==> src/ivec_pkg.sv <==
package ivec_pkg;
	// Instruction-class codes as presented by the decoder at an instruction boundary
	typedef enum logic [3:0] {
		IC_PLAIN    = 4'h0, // Ordinary non-privileged instruction
		IC_PRIV     = 4'h1, // Privileged instruction, defers acceptance
		IC_RST      = 4'h2, // Restart instruction, operand on rstOp
		IC_LDIO_DEC = 4'h3, // I/O-prefixed single decrementing block move
		IC_LDI      = 4'h4, // Single incrementing block move
		IC_RPT_INC  = 4'h5, // Repeating incrementing block move iteration
		IC_RPT_DEC  = 4'h6, // Repeating decrementing block move iteration
		IC_IOWORD   = 4'h7, // Word store to I/O space
		IC_RD_INT   = 4'h8, // Accumulator <- internal vector high byte
		IC_WR_INT   = 4'h9, // Internal vector high byte <- accumulator
		IC_RD_EXT   = 4'hA, // Accumulator <- external vector high byte
		IC_WR_EXT   = 4'hB, // External vector high byte <- accumulator
		IC_IRET     = 4'hC  // Interrupt return
	} ivec_iclass_t;

	// Sequencer states
	typedef enum logic [3:0] {
		ST_IDLE   = 4'b0000,
		ST_PUSHH  = 4'b0001,
		ST_PUSHL  = 4'b0010,
		ST_JUMP   = 4'b0011,
		ST_MVRD   = 4'b0100,
		ST_MVWR   = 4'b0101,
		ST_IOW0   = 4'b0110,
		ST_IOW1   = 4'b0111,
		ST_POPIP  = 4'b1000,
		ST_POPL   = 4'b1001,
		ST_POPH   = 4'b1010,
		ST_RETJMP = 4'b1011
	} ivec_state_t;

	// Hardware interrupt request from the priority/request logic
	typedef struct packed {
		logic       valid;   // Request pending
		logic       extSrc;  // 1: external source, 0: internal
		logic [1:0] prio;    // Requested priority 1..3
		logic [7:0] lowByte; // Source-fixed low address byte
	} ivec_req_t;

	// Bus cycle request towards memory / I/O
	typedef struct packed {
		logic        valid;
		logic        write;
		logic        io;
		logic [15:0] addr;
		logic [7:0]  data;
	} ivec_bus_t;

	localparam logic [7:0] RST_OP_10 = 8'h10;
	localparam logic [7:0] RST_OP_18 = 8'h18;
	localparam logic [7:0] RST_OP_20 = 8'h20;
	localparam logic [7:0] RST_OP_28 = 8'h28;
	localparam logic [7:0] RST_OP_38 = 8'h38;
	localparam logic [7:0] VEC_HI_RESET = 8'h00;
	localparam logic [7:0] PRIO_STACK_RESET = 8'h00;
	localparam logic [15:0] SP_RESET = 16'h0000;
	localparam logic [1:0] PRIO_SUPPRESS_ALL = 2'h3;
	localparam int PRIO_SHIFT = 2;
endpackage

==> src/ivec_core.sv <==
`timescale 1ns/1ps
// What this block does
// - Push return address before jumping to service routine
// - Vector high from register, low fixed per source
// - Separate internal and external vector high registers
// - Vector registers reached only via accumulator moves
// - Restart ops 10,18,20,28,38 start interrupt sequence
// - Restart ops 00,08,30 are not decoded
// - Restart interrupt taken at any priority level
// - Restart uses internal vector high register
// - Interrupt entry leaves code page register untouched
// - I/O decrementing move writes memory byte to I/O
// - That move decrements both pointer pairs
// - Single move atomic; repeating moves interruptible between iterations
// - I/O word store writes two bytes without interruption
// - Accept only higher priority, after instruction completes
// - Priority stack shifts left two, loads new priority
// - Defer acceptance after a privileged instruction
// - Interrupt return pops priority stack, then address
module ivec_core
	import ivec_pkg::*;
(
	input  wire logic         clock,       // 100 MHz core clock
	input  wire logic         rst_b,       // Asynchronous reset, active low
	input  wire logic         clkEn,       // Freezes all state when low
	input  wire logic         instrDone,   // Pulse: instruction boundary reached
	input  wire ivec_iclass_t instrClass,  // Class of the completed instruction
	input  wire logic [7:0]   rstOp,       // Restart operand
	input  wire logic [15:0]  nextPc,      // Return address of the boundary
	input  wire logic [7:0]   accIn,       // Accumulator value
	input  wire logic [15:0]  srcPtrIn,    // Source pointer pair
	input  wire logic [15:0]  dstPtrIn,    // Destination pointer pair
	input  wire logic [15:0]  ioWordData,  // Word to store to I/O
	input  wire logic [7:0]   codePageIn,  // Current code window page
	input  wire ivec_req_t    hwReq,       // Hardware interrupt request
	input  wire logic         busDone,     // Pulse: bus cycle completed
	input  wire logic [7:0]   busRdData,   // Read data for completed cycle
	output ivec_bus_t         busReq,      // Bus cycle request
	output logic              busy,        // Sequencer owns the core
	output logic              hwAck,       // Pulse: hardware request accepted
	output logic              pcLoad,      // Pulse: load pcValue into PC
	output logic [15:0]       pcValue,     // New program counter
	output logic [7:0]        accOut,      // Accumulator result of vector reads
	output logic              accLoad,     // Pulse: load accOut
	output logic [15:0]       srcPtrOut,   // Updated source pointer pair
	output logic [15:0]       dstPtrOut,   // Updated destination pointer pair
	output logic              ptrLoad,     // Pulse: load both pointer pairs
	output logic              illegalOp,   // Pulse: undecoded restart operand
	output logic [7:0]        codePageOut, // Code window page, passed untouched
	output logic [7:0]        prioStack,   // Priority stack register
	output logic [15:0]       stackPtr     // Stack pointer
);
	ivec_state_t  state_r, state_nxt;
	logic [7:0]   intVecHi_r, intVecHi_nxt;
	logic [7:0]   extVecHi_r, extVecHi_nxt;
	logic [7:0]   prio_r, prio_nxt;
	logic [15:0]  sp_r, sp_nxt;
	logic [15:0]  retAddr_r, retAddr_nxt;
	logic [15:0]  vecAddr_r, vecAddr_nxt;
	logic [15:0]  src_r, src_nxt;
	logic [15:0]  dst_r, dst_nxt;
	logic [7:0]   data_r, data_nxt;
	logic         atomic_r, atomic_nxt;
	ivec_bus_t    bus_r, bus_nxt;
	logic [7:0]   acc_r, acc_nxt;
	logic         accLoad_r, accLoad_nxt;
	logic         ptrLoad_r, ptrLoad_nxt;
	logic         pcLoad_r, pcLoad_nxt;
	logic [15:0]  pc_r, pc_nxt;
	logic         ack_r, ack_nxt;
	logic         ill_r, ill_nxt;
	logic         rstLegal;
	logic         hwTake;

	// Only five restart operands exist; 00, 08 and 30 fall out as illegal
	assign rstLegal = rstOp inside {RST_OP_10, RST_OP_18, RST_OP_20, RST_OP_28,
		RST_OP_38};

	// Hardware acceptance: higher priority, at a boundary, not after a privileged op.
	// A return is privileged too, so its pops always run to the end first.
	assign hwTake = instrDone && hwReq.valid && (hwReq.prio > prio_r[1:0])
		&& instrClass != IC_PRIV && instrClass != IC_IRET
		&& instrClass != IC_RST && !atomic_r;

	// Main sequencer next state
	always_comb begin
		state_nxt    = state_r;
		intVecHi_nxt = intVecHi_r;
		extVecHi_nxt = extVecHi_r;
		prio_nxt     = prio_r;
		sp_nxt       = sp_r;
		retAddr_nxt  = retAddr_r;
		vecAddr_nxt  = vecAddr_r;
		src_nxt      = src_r;
		dst_nxt      = dst_r;
		data_nxt     = data_r;
		atomic_nxt   = atomic_r;
		bus_nxt      = bus_r;
		acc_nxt      = acc_r;
		accLoad_nxt  = 1'b0;
		ptrLoad_nxt  = 1'b0;
		pcLoad_nxt   = 1'b0;
		pc_nxt       = pc_r;
		ack_nxt      = 1'b0;
		ill_nxt      = 1'b0;
		unique case (state_r)
			ST_IDLE: begin
				if (instrDone) begin
					atomic_nxt   = 1'b0;
					if (hwTake) begin
						// Shift the priority stack and push the accepted level
						prio_nxt = {prio_r[5:0], hwReq.prio};
						vecAddr_nxt = {hwReq.extSrc ? extVecHi_r : intVecHi_r,
							hwReq.lowByte};
						retAddr_nxt = nextPc;
						ack_nxt     = 1'b1;
						state_nxt   = ST_PUSHH;
					end else begin
						unique case (instrClass)
							IC_RST: begin
								if (rstLegal) begin
									// No priority test: taken even at level 3
									vecAddr_nxt = {intVecHi_r, rstOp};
									retAddr_nxt = nextPc;
									state_nxt   = ST_PUSHH;
								end else begin
									ill_nxt = 1'b1;
								end
							end
							IC_LDIO_DEC: begin
								src_nxt   = srcPtrIn;
								dst_nxt   = dstPtrIn;
								atomic_nxt = 1'b1;
								bus_nxt   = '{valid: 1'b1, write: 1'b0, io: 1'b0,
									addr: srcPtrIn, data: 8'h00};
								state_nxt = ST_MVRD;
							end
							IC_LDI: atomic_nxt = 1'b1;
							IC_RPT_INC, IC_RPT_DEC: atomic_nxt = 1'b0;
							IC_IOWORD: begin
								atomic_nxt = 1'b1;
								bus_nxt = '{valid: 1'b1, write: 1'b1, io: 1'b1,
									addr: dstPtrIn, data: ioWordData[7:0]};
								dst_nxt   = dstPtrIn;
								data_nxt  = ioWordData[15:8];
								state_nxt = ST_IOW0;
							end
							IC_RD_INT, IC_RD_EXT: begin
								acc_nxt = (instrClass == IC_RD_EXT) ? extVecHi_r
									: intVecHi_r;
								accLoad_nxt = 1'b1;
							end
							IC_WR_INT: intVecHi_nxt = accIn;
							IC_WR_EXT: extVecHi_nxt = accIn;
							IC_IRET: begin
								bus_nxt = '{valid: 1'b1, write: 1'b0, io: 1'b0,
									addr: sp_r, data: 8'h00};
								state_nxt = ST_POPIP;
							end
							default: ;
						endcase
					end
				end
			end
			ST_PUSHH, ST_PUSHL: begin
				// High byte of return address first, then low; the stack grows down
				bus_nxt = '{valid: 1'b1, write: 1'b1, io: 1'b0, addr: sp_r - 16'h0001,
					data: (state_r == ST_PUSHH) ? retAddr_r[15:8] : retAddr_r[7:0]};
				if (busDone) begin
					sp_nxt        = sp_r - 16'h0001;
					bus_nxt.valid = (state_r == ST_PUSHH);
					state_nxt     = (state_r == ST_PUSHH) ? ST_PUSHL : ST_JUMP;
				end
			end
			ST_JUMP: begin
				// Code page is never written here, so routines live in root space
				pc_nxt     = vecAddr_r;
				pcLoad_nxt = 1'b1;
				state_nxt  = ST_IDLE;
			end
			ST_MVRD: if (busDone) begin
				bus_nxt = '{valid: 1'b1, write: 1'b1, io: 1'b1,
					addr: dst_r, data: busRdData};
				state_nxt = ST_MVWR;
			end
			ST_MVWR: if (busDone) begin
				bus_nxt.valid = 1'b0;
				src_nxt     = src_r - 16'h0001;
				dst_nxt     = dst_r - 16'h0001;
				ptrLoad_nxt = 1'b1;
				state_nxt   = ST_IDLE;
			end
			ST_IOW0: if (busDone) begin
				bus_nxt = '{valid: 1'b1, write: 1'b1, io: 1'b1,
					addr: dst_r + 16'h0001, data: data_r};
				state_nxt = ST_IOW1;
			end
			ST_IOW1: if (busDone) begin
				bus_nxt.valid = 1'b0;
				state_nxt = ST_IDLE;
			end
			ST_POPIP: if (busDone) begin
				prio_nxt = busRdData;
				sp_nxt   = sp_r + 16'h0001;
				bus_nxt  = '{valid: 1'b1, write: 1'b0, io: 1'b0,
					addr: sp_r + 16'h0001, data: 8'h00};
				state_nxt = ST_POPL;
			end
			ST_POPL: if (busDone) begin
				pc_nxt   = {pc_r[15:8], busRdData};
				sp_nxt   = sp_r + 16'h0001;
				bus_nxt.addr = sp_r + 16'h0001;
				state_nxt = ST_POPH;
			end
			ST_POPH: if (busDone) begin
				pc_nxt   = {busRdData, pc_r[7:0]};
				sp_nxt   = sp_r + 16'h0001;
				bus_nxt.valid = 1'b0;
				state_nxt = ST_RETJMP;
			end
			ST_RETJMP: begin
				pcLoad_nxt = 1'b1;
				state_nxt  = ST_IDLE;
			end
			default: state_nxt = ST_IDLE;
		endcase
	end

	// State registers; clkEn freezes everything
	always_ff @(posedge clock or negedge rst_b) begin
		if (!rst_b) begin
			state_r    <= ST_IDLE;
			intVecHi_r <= VEC_HI_RESET;
			extVecHi_r <= VEC_HI_RESET;
			prio_r     <= PRIO_STACK_RESET;
			sp_r       <= SP_RESET;
			retAddr_r  <= 16'h0000;
			vecAddr_r  <= 16'h0000;
			src_r      <= 16'h0000;
			dst_r      <= 16'h0000;
			data_r     <= 8'h00;
			atomic_r   <= 1'b0;
			bus_r      <= '0;
			acc_r      <= 8'h00;
			accLoad_r  <= 1'b0;
			ptrLoad_r  <= 1'b0;
			pcLoad_r   <= 1'b0;
			pc_r       <= 16'h0000;
			ack_r      <= 1'b0;
			ill_r      <= 1'b0;
		end else if (clkEn) begin
			state_r    <= state_nxt;
			intVecHi_r <= intVecHi_nxt;
			extVecHi_r <= extVecHi_nxt;
			prio_r     <= prio_nxt;
			sp_r       <= sp_nxt;
			retAddr_r  <= retAddr_nxt;
			vecAddr_r  <= vecAddr_nxt;
			src_r      <= src_nxt;
			dst_r      <= dst_nxt;
			data_r     <= data_nxt;
			atomic_r   <= atomic_nxt;
			bus_r      <= bus_nxt;
			acc_r      <= acc_nxt;
			accLoad_r  <= accLoad_nxt;
			ptrLoad_r  <= ptrLoad_nxt;
			pcLoad_r   <= pcLoad_nxt;
			pc_r       <= pc_nxt;
			ack_r      <= ack_nxt;
			ill_r      <= ill_nxt;
		end
	end

	// Outputs straight from flip-flops, except busy (decoded from state_r) and codePageOut (wired from codePageIn)
	assign busReq      = bus_r;
	assign busy        = (state_r != ST_IDLE);
	assign hwAck       = ack_r;
	assign pcLoad      = pcLoad_r;
	assign pcValue     = pc_r;
	assign accOut      = acc_r;
	assign accLoad     = accLoad_r;
	assign srcPtrOut   = src_r;
	assign dstPtrOut   = dst_r;
	assign ptrLoad     = ptrLoad_r;
	assign illegalOp   = ill_r;
	assign codePageOut = codePageIn;
	assign prioStack   = prio_r;
	assign stackPtr    = sp_r;
endmodule

==> config.mk <==
export PLATFORM = sky130hd
export DESIGN_NAME = ivec_core
export DESIGN_NICKNAME = d
export VERILOG_FILES = /design/src/ivec_pkg.sv /design/src/ivec_core.sv
export SDC_FILE = /design/constraint.sdc
export NUM_CORES = 1
export LEC_CHECK = 0
export ABC_AREA = 0
export BUFFER_PORTS_ARGS = -buffer_cell sky130_fd_sc_hd__buf_2
export CAP_MARGIN = 10
export CORE_MARGIN = 2
export CORE_UTILIZATION = 50
export DETAILED_ROUTE_END_ITERATION = 8
export PLACE_DENSITY = 0.78
export RECOVER_POWER = 50
export SLEW_MARGIN = 0
export SYNTH_ARGS = -nofsm -noshare
export SYNTH_HDL_FRONTEND = slang
export SYNTH_SLANG_ARGS = --single-unit
==> constraint.sdc <==
create_clock -name clock -period 2.12 [get_ports clock]
set_input_delay 0.424 -clock clock [delete_from_list [all_inputs] [get_ports clock]]
set_output_delay 0.424 -clock clock [all_outputs]
set_load 0.02 [all_outputs]
==> flow_summary.json <==
{
  "grt-ovfl-total": 0,
  "pwr_density_cell_mw_per_mm2": 1540,
  "dp_hpwl_um": 27300,
  "synth_xor_xnor_area_share_pct": 3.36,
  "initial_utilization_pct": 51.2,
  "dieHeight_um": 148,
  "rsz_0062_raised_after_global_routing": "yes",
  "final_layout_size_suffix_gt1_share_pct": 44.7,
  "final_min_period_over_clock_period_pct": 109,
  "vias": 11400,
  "p_leak_nw": 6.70,
  "critical_path_class": "flop to flop",
  "critPathTopFamily": "buffers and inverters",
  "syn-mean-instance-area_um2": 8.85,
  "area_growth_syn_to_layout_pct": 43.3,
  "synth_flop_cell": "dfrtp_1",
  "slew-limit-headroom_pct": 25.1,
  "asyncSetResetFlopFracSynth_pct": 100,
  "slew_viol_final": 0,
  "synth-seq-cells": 173,
  "ctsLongestPathBuffers": 2,
  "fin_tns_setup_ps": -11290,
  "r2r.worst_path.cells": 12,
  "place.gp.congestion": 0.964,
  "cp_max_fo": 5,
  "drt-initial-drc-count": 1169,
  "largest_net_degree_at_the_start_of_global_routing": 64,
  "crit_cells": 12,
  "synth-edff-count": 0,
  "cts_tree": "done",
  "final_net_count": 1651,
  "synth_top_family_by_area": "compound AO/OA/AOI/OAI gates",
  "synth.yosys.warnings": 0,
  "outcome": "complete, but fails checks",
  "core-area_mm2": 0.0204,
  "netlist.area_leader.share_pct": 41.5,
  "maxCapViolations": 0,
  "hp-class": "input port to flop",
  "failed_checks": "negative setup slack",
  "r2r_setup_slack_ps": -200,
  "grt_pass1_wl_um": 58700,
  "critPathMostFrequentCell": "buf_4",
  "peakVddDrop_v": 0.00101,
  "whs_path_depth": 2,
  "clock-root-buffer": "clkbuf_16",
  "yosys-mux-area-fraction_pct": 8.87,
  "final_util_pct": 73.4,
  "post-route-cell-area_mm2": 0.0149,
  "critPathSlowestCell": "dfrtp_2",
  "critical_path.cell_chain": "inv_2, ha_4, nor2b_4, o2111ai_4, buf_4, o21ai_2, buf_4, a211oi_4, buf_6, clkbuf_16, nor2_1, a31oi_1",
  "globalRouteTotalUtil_pct": 34.0,
  "standard_cell_area_after_detailed_placement_mm2": 0.0134,
  "timing.critical_path.slowest_cell_delay_ps": 410,
  "num_rows": 52,
  "clkTransAtPathRegs_ps": 80,
  "synth-seq-area-share_pct": 41.5,
  "cts_max_level": 4,
  "vias_per_cell": 6.27,
  "dieArea_mm2": 0.0220,
  "dr.pass1.iters": 6,
  "synth_compound_gate_area_share_pct": 21.9,
  "cts_buffers": 17,
  "synth_fa_ha_area_share_pct": 0.840,
  "port_buffers": 221,
  "clock_skew_ps": 11.1,
  "tightestPinTransition_ps": 1120,
  "grt_pass1_vias": 10900,
  "synth_simple_gate_area_share_pct": 18.2,
  "synth_area_leaders": "dfrtp_1, mux2_2, a21oi_1",
  "min_period_ps": 2320,
  "wl_per_cell_um": 21.3,
  "worstPathRequired_ps": 2480,
  "startpoint_type": "flop",
  "synth.distinct_cells": 73,
  "die_width_um": 148,
  "boundaryPins": 238,
  "route.final.wire_length_um": 38600,
  "fin_ws_ps": -195,
  "critical_path.endpoint_type": "flop",
  "syn-cell-area_mm2": 0.0104,
  "synthesis.nets": 1303,
  "synth.largest_area_cell": "dfrtp_1",
  "tritoncts_num_sinks": 173,
  "max_clock_freq_mhz": 432,
  "drc_errors": 0,
  "sum_of_buffers_and_inverters_on_the_critical_path": 5,
  "ant_nets": 0,
  "post_synth_inst_count": 1179,
  "clkLatencyLatePin_ps": 440,
  "finalSetupViolations": 122,
  "finalHoldViolations": 0,
  "antenna_found_initial": 0,
  "critical_path_arrival_ps": 2670
}
==> layer usage <==
layer | GRT usage (%) | wire length (um)
met5 | 0 | 0
met4 | 17.1 | 1960
met3 | 5.67 | 3450
met2 | 55.6 | 18400
met1 | 43.8 | 14800
==> layout by cell type (no fill, tap or decap), types with 24 or more instances in the layout <==
cell and count:
a21oi_1 86, a22oi_1 41, buf_2 219, buf_4 171, dfrtp_1 164, mux2_4 38, mux2i_1 28, nand2_1 105
nor2_1 109, o21ai_0 41, o21ai_1 25, o21ai_2 24
==> path summary, 6_finish.rpt <==
| path | from | endpoint |
|---|---|---|
| max reg2reg | prioStack[1]$_DFFE_PN0P_ | busReq[7]$_DFFE_PN0P_ |
| min in group asynchronous | rst_b | srcPtrOut[7]$_DFFE_PN0P_ |
| max in group asynchronous | rst_b | prioStack[1]$_DFFE_PN0P_ |
| min | nextPc[10] | retAddr_r[10]$_DFFE_PN0P_ |
| max | prioStack[1]$_DFFE_PN0P_ | busReq[7]$_DFFE_PN0P_ |
| min reg2reg | busReq[8]$_DFFE_PN0P_ | busReq[8]$_DFFE_PN0P_ |
==> flip-flops by register name, indices dropped and copies added (netlist names) <==
register and count:
pcValue 16, vecAddr_r 16, busReq 27, srcPtrOut 16
prioStack 8, stackPtr 16, hwAck 1, pcLoad 1
accOut 8, dstPtrOut 16, extVecHi_r 8, data_r 8
retAddr_r 16, intVecHi_r 8, ptrLoad 1, atomic_r 1
illegalOp 1, state_r 4, accLoad 1
==> worst reg2reg max path: stages (launching register included) <==
cell	delay [ps]
dfrtp_2	410
inv_2	80
ha_4	200
nor2b_4	130
o2111ai_4	260
buf_4	170
o21ai_2	60
buf_4	170
a211oi_4	230
buf_6	170
clkbuf_16	150
nor2_1	50
a31oi_1	170
==> synthesized netlist by cell type, drive strengths merged, types with 18 or more instances <==
library cell and n:
dfrtp 173, nor2 121, nand2 119, a21oi 112, o21ai 91, clkbuf 65, mux2 51, a22oi 42
buf 39, mux2i 35, nor3 26, inv 24, xnor2 22, nand3 19, xor2 18
==> stage by stage <==
stage          std cells  hold WS (ps)  total power (W)  setup slack [ps]
6_report            1811           210           0.0230              -195
3_5_place_dp        1760           383           0.0180              -449
4_1_cts             1800           201           0.0219              -188
3_3_place_gp        1760           384           0.0177              -437
5_1_grt             1810           205           0.0242              -268
2_1_floorplan       1179           128           0.0130              -237
==> cell families (layout without fill, tap and decap cells) <==
logic type      after synthesis  after routing
flops                       173            173
fa+ha+maj                     7              7
xor+xnor                     40             40
compound gates              357            357
mux                          86             86
buf+inv                     129            490
other cells                   0              1
simple gates                387            387
==> area by class of cell <==
| type | count | area [um2] |
|---|---|---|
| clock buffers | 17 | 425 |
| clock inverters | 15 | 210 |
| well taps | 270 | 338 |
| inverters | 25 | 93.8 |
| flip-flops and latches | 173 | 4340 |
| fillers | 1384 | 5420 |
| repair buffers | 433 | 3000 |
| multi-input cells | 877 | 6540 |
| diodes | 1 | 2.50 |
==> repair_timing <==
item | CTS | global route
hold buffers | 1 | 0
cloned | 5 | 3
setup buffers | 3 | 8
endpoints found under the hold margin | 36 | 0
pin swaps | 30 | 29
setup endpoints to repair | 135 | 143
gates resized for setup | 115 | 104
==> power by group <==
group          switching [W]  total (W)  internal (W)
clock                0.00161    0.00335       0.00173
combinational        0.00771     0.0137       0.00599
sequential           0.00125    0.00593       0.00468
total                 0.0106     0.0230        0.0124
No activity file was read; power rests on OpenSTA's default activity.
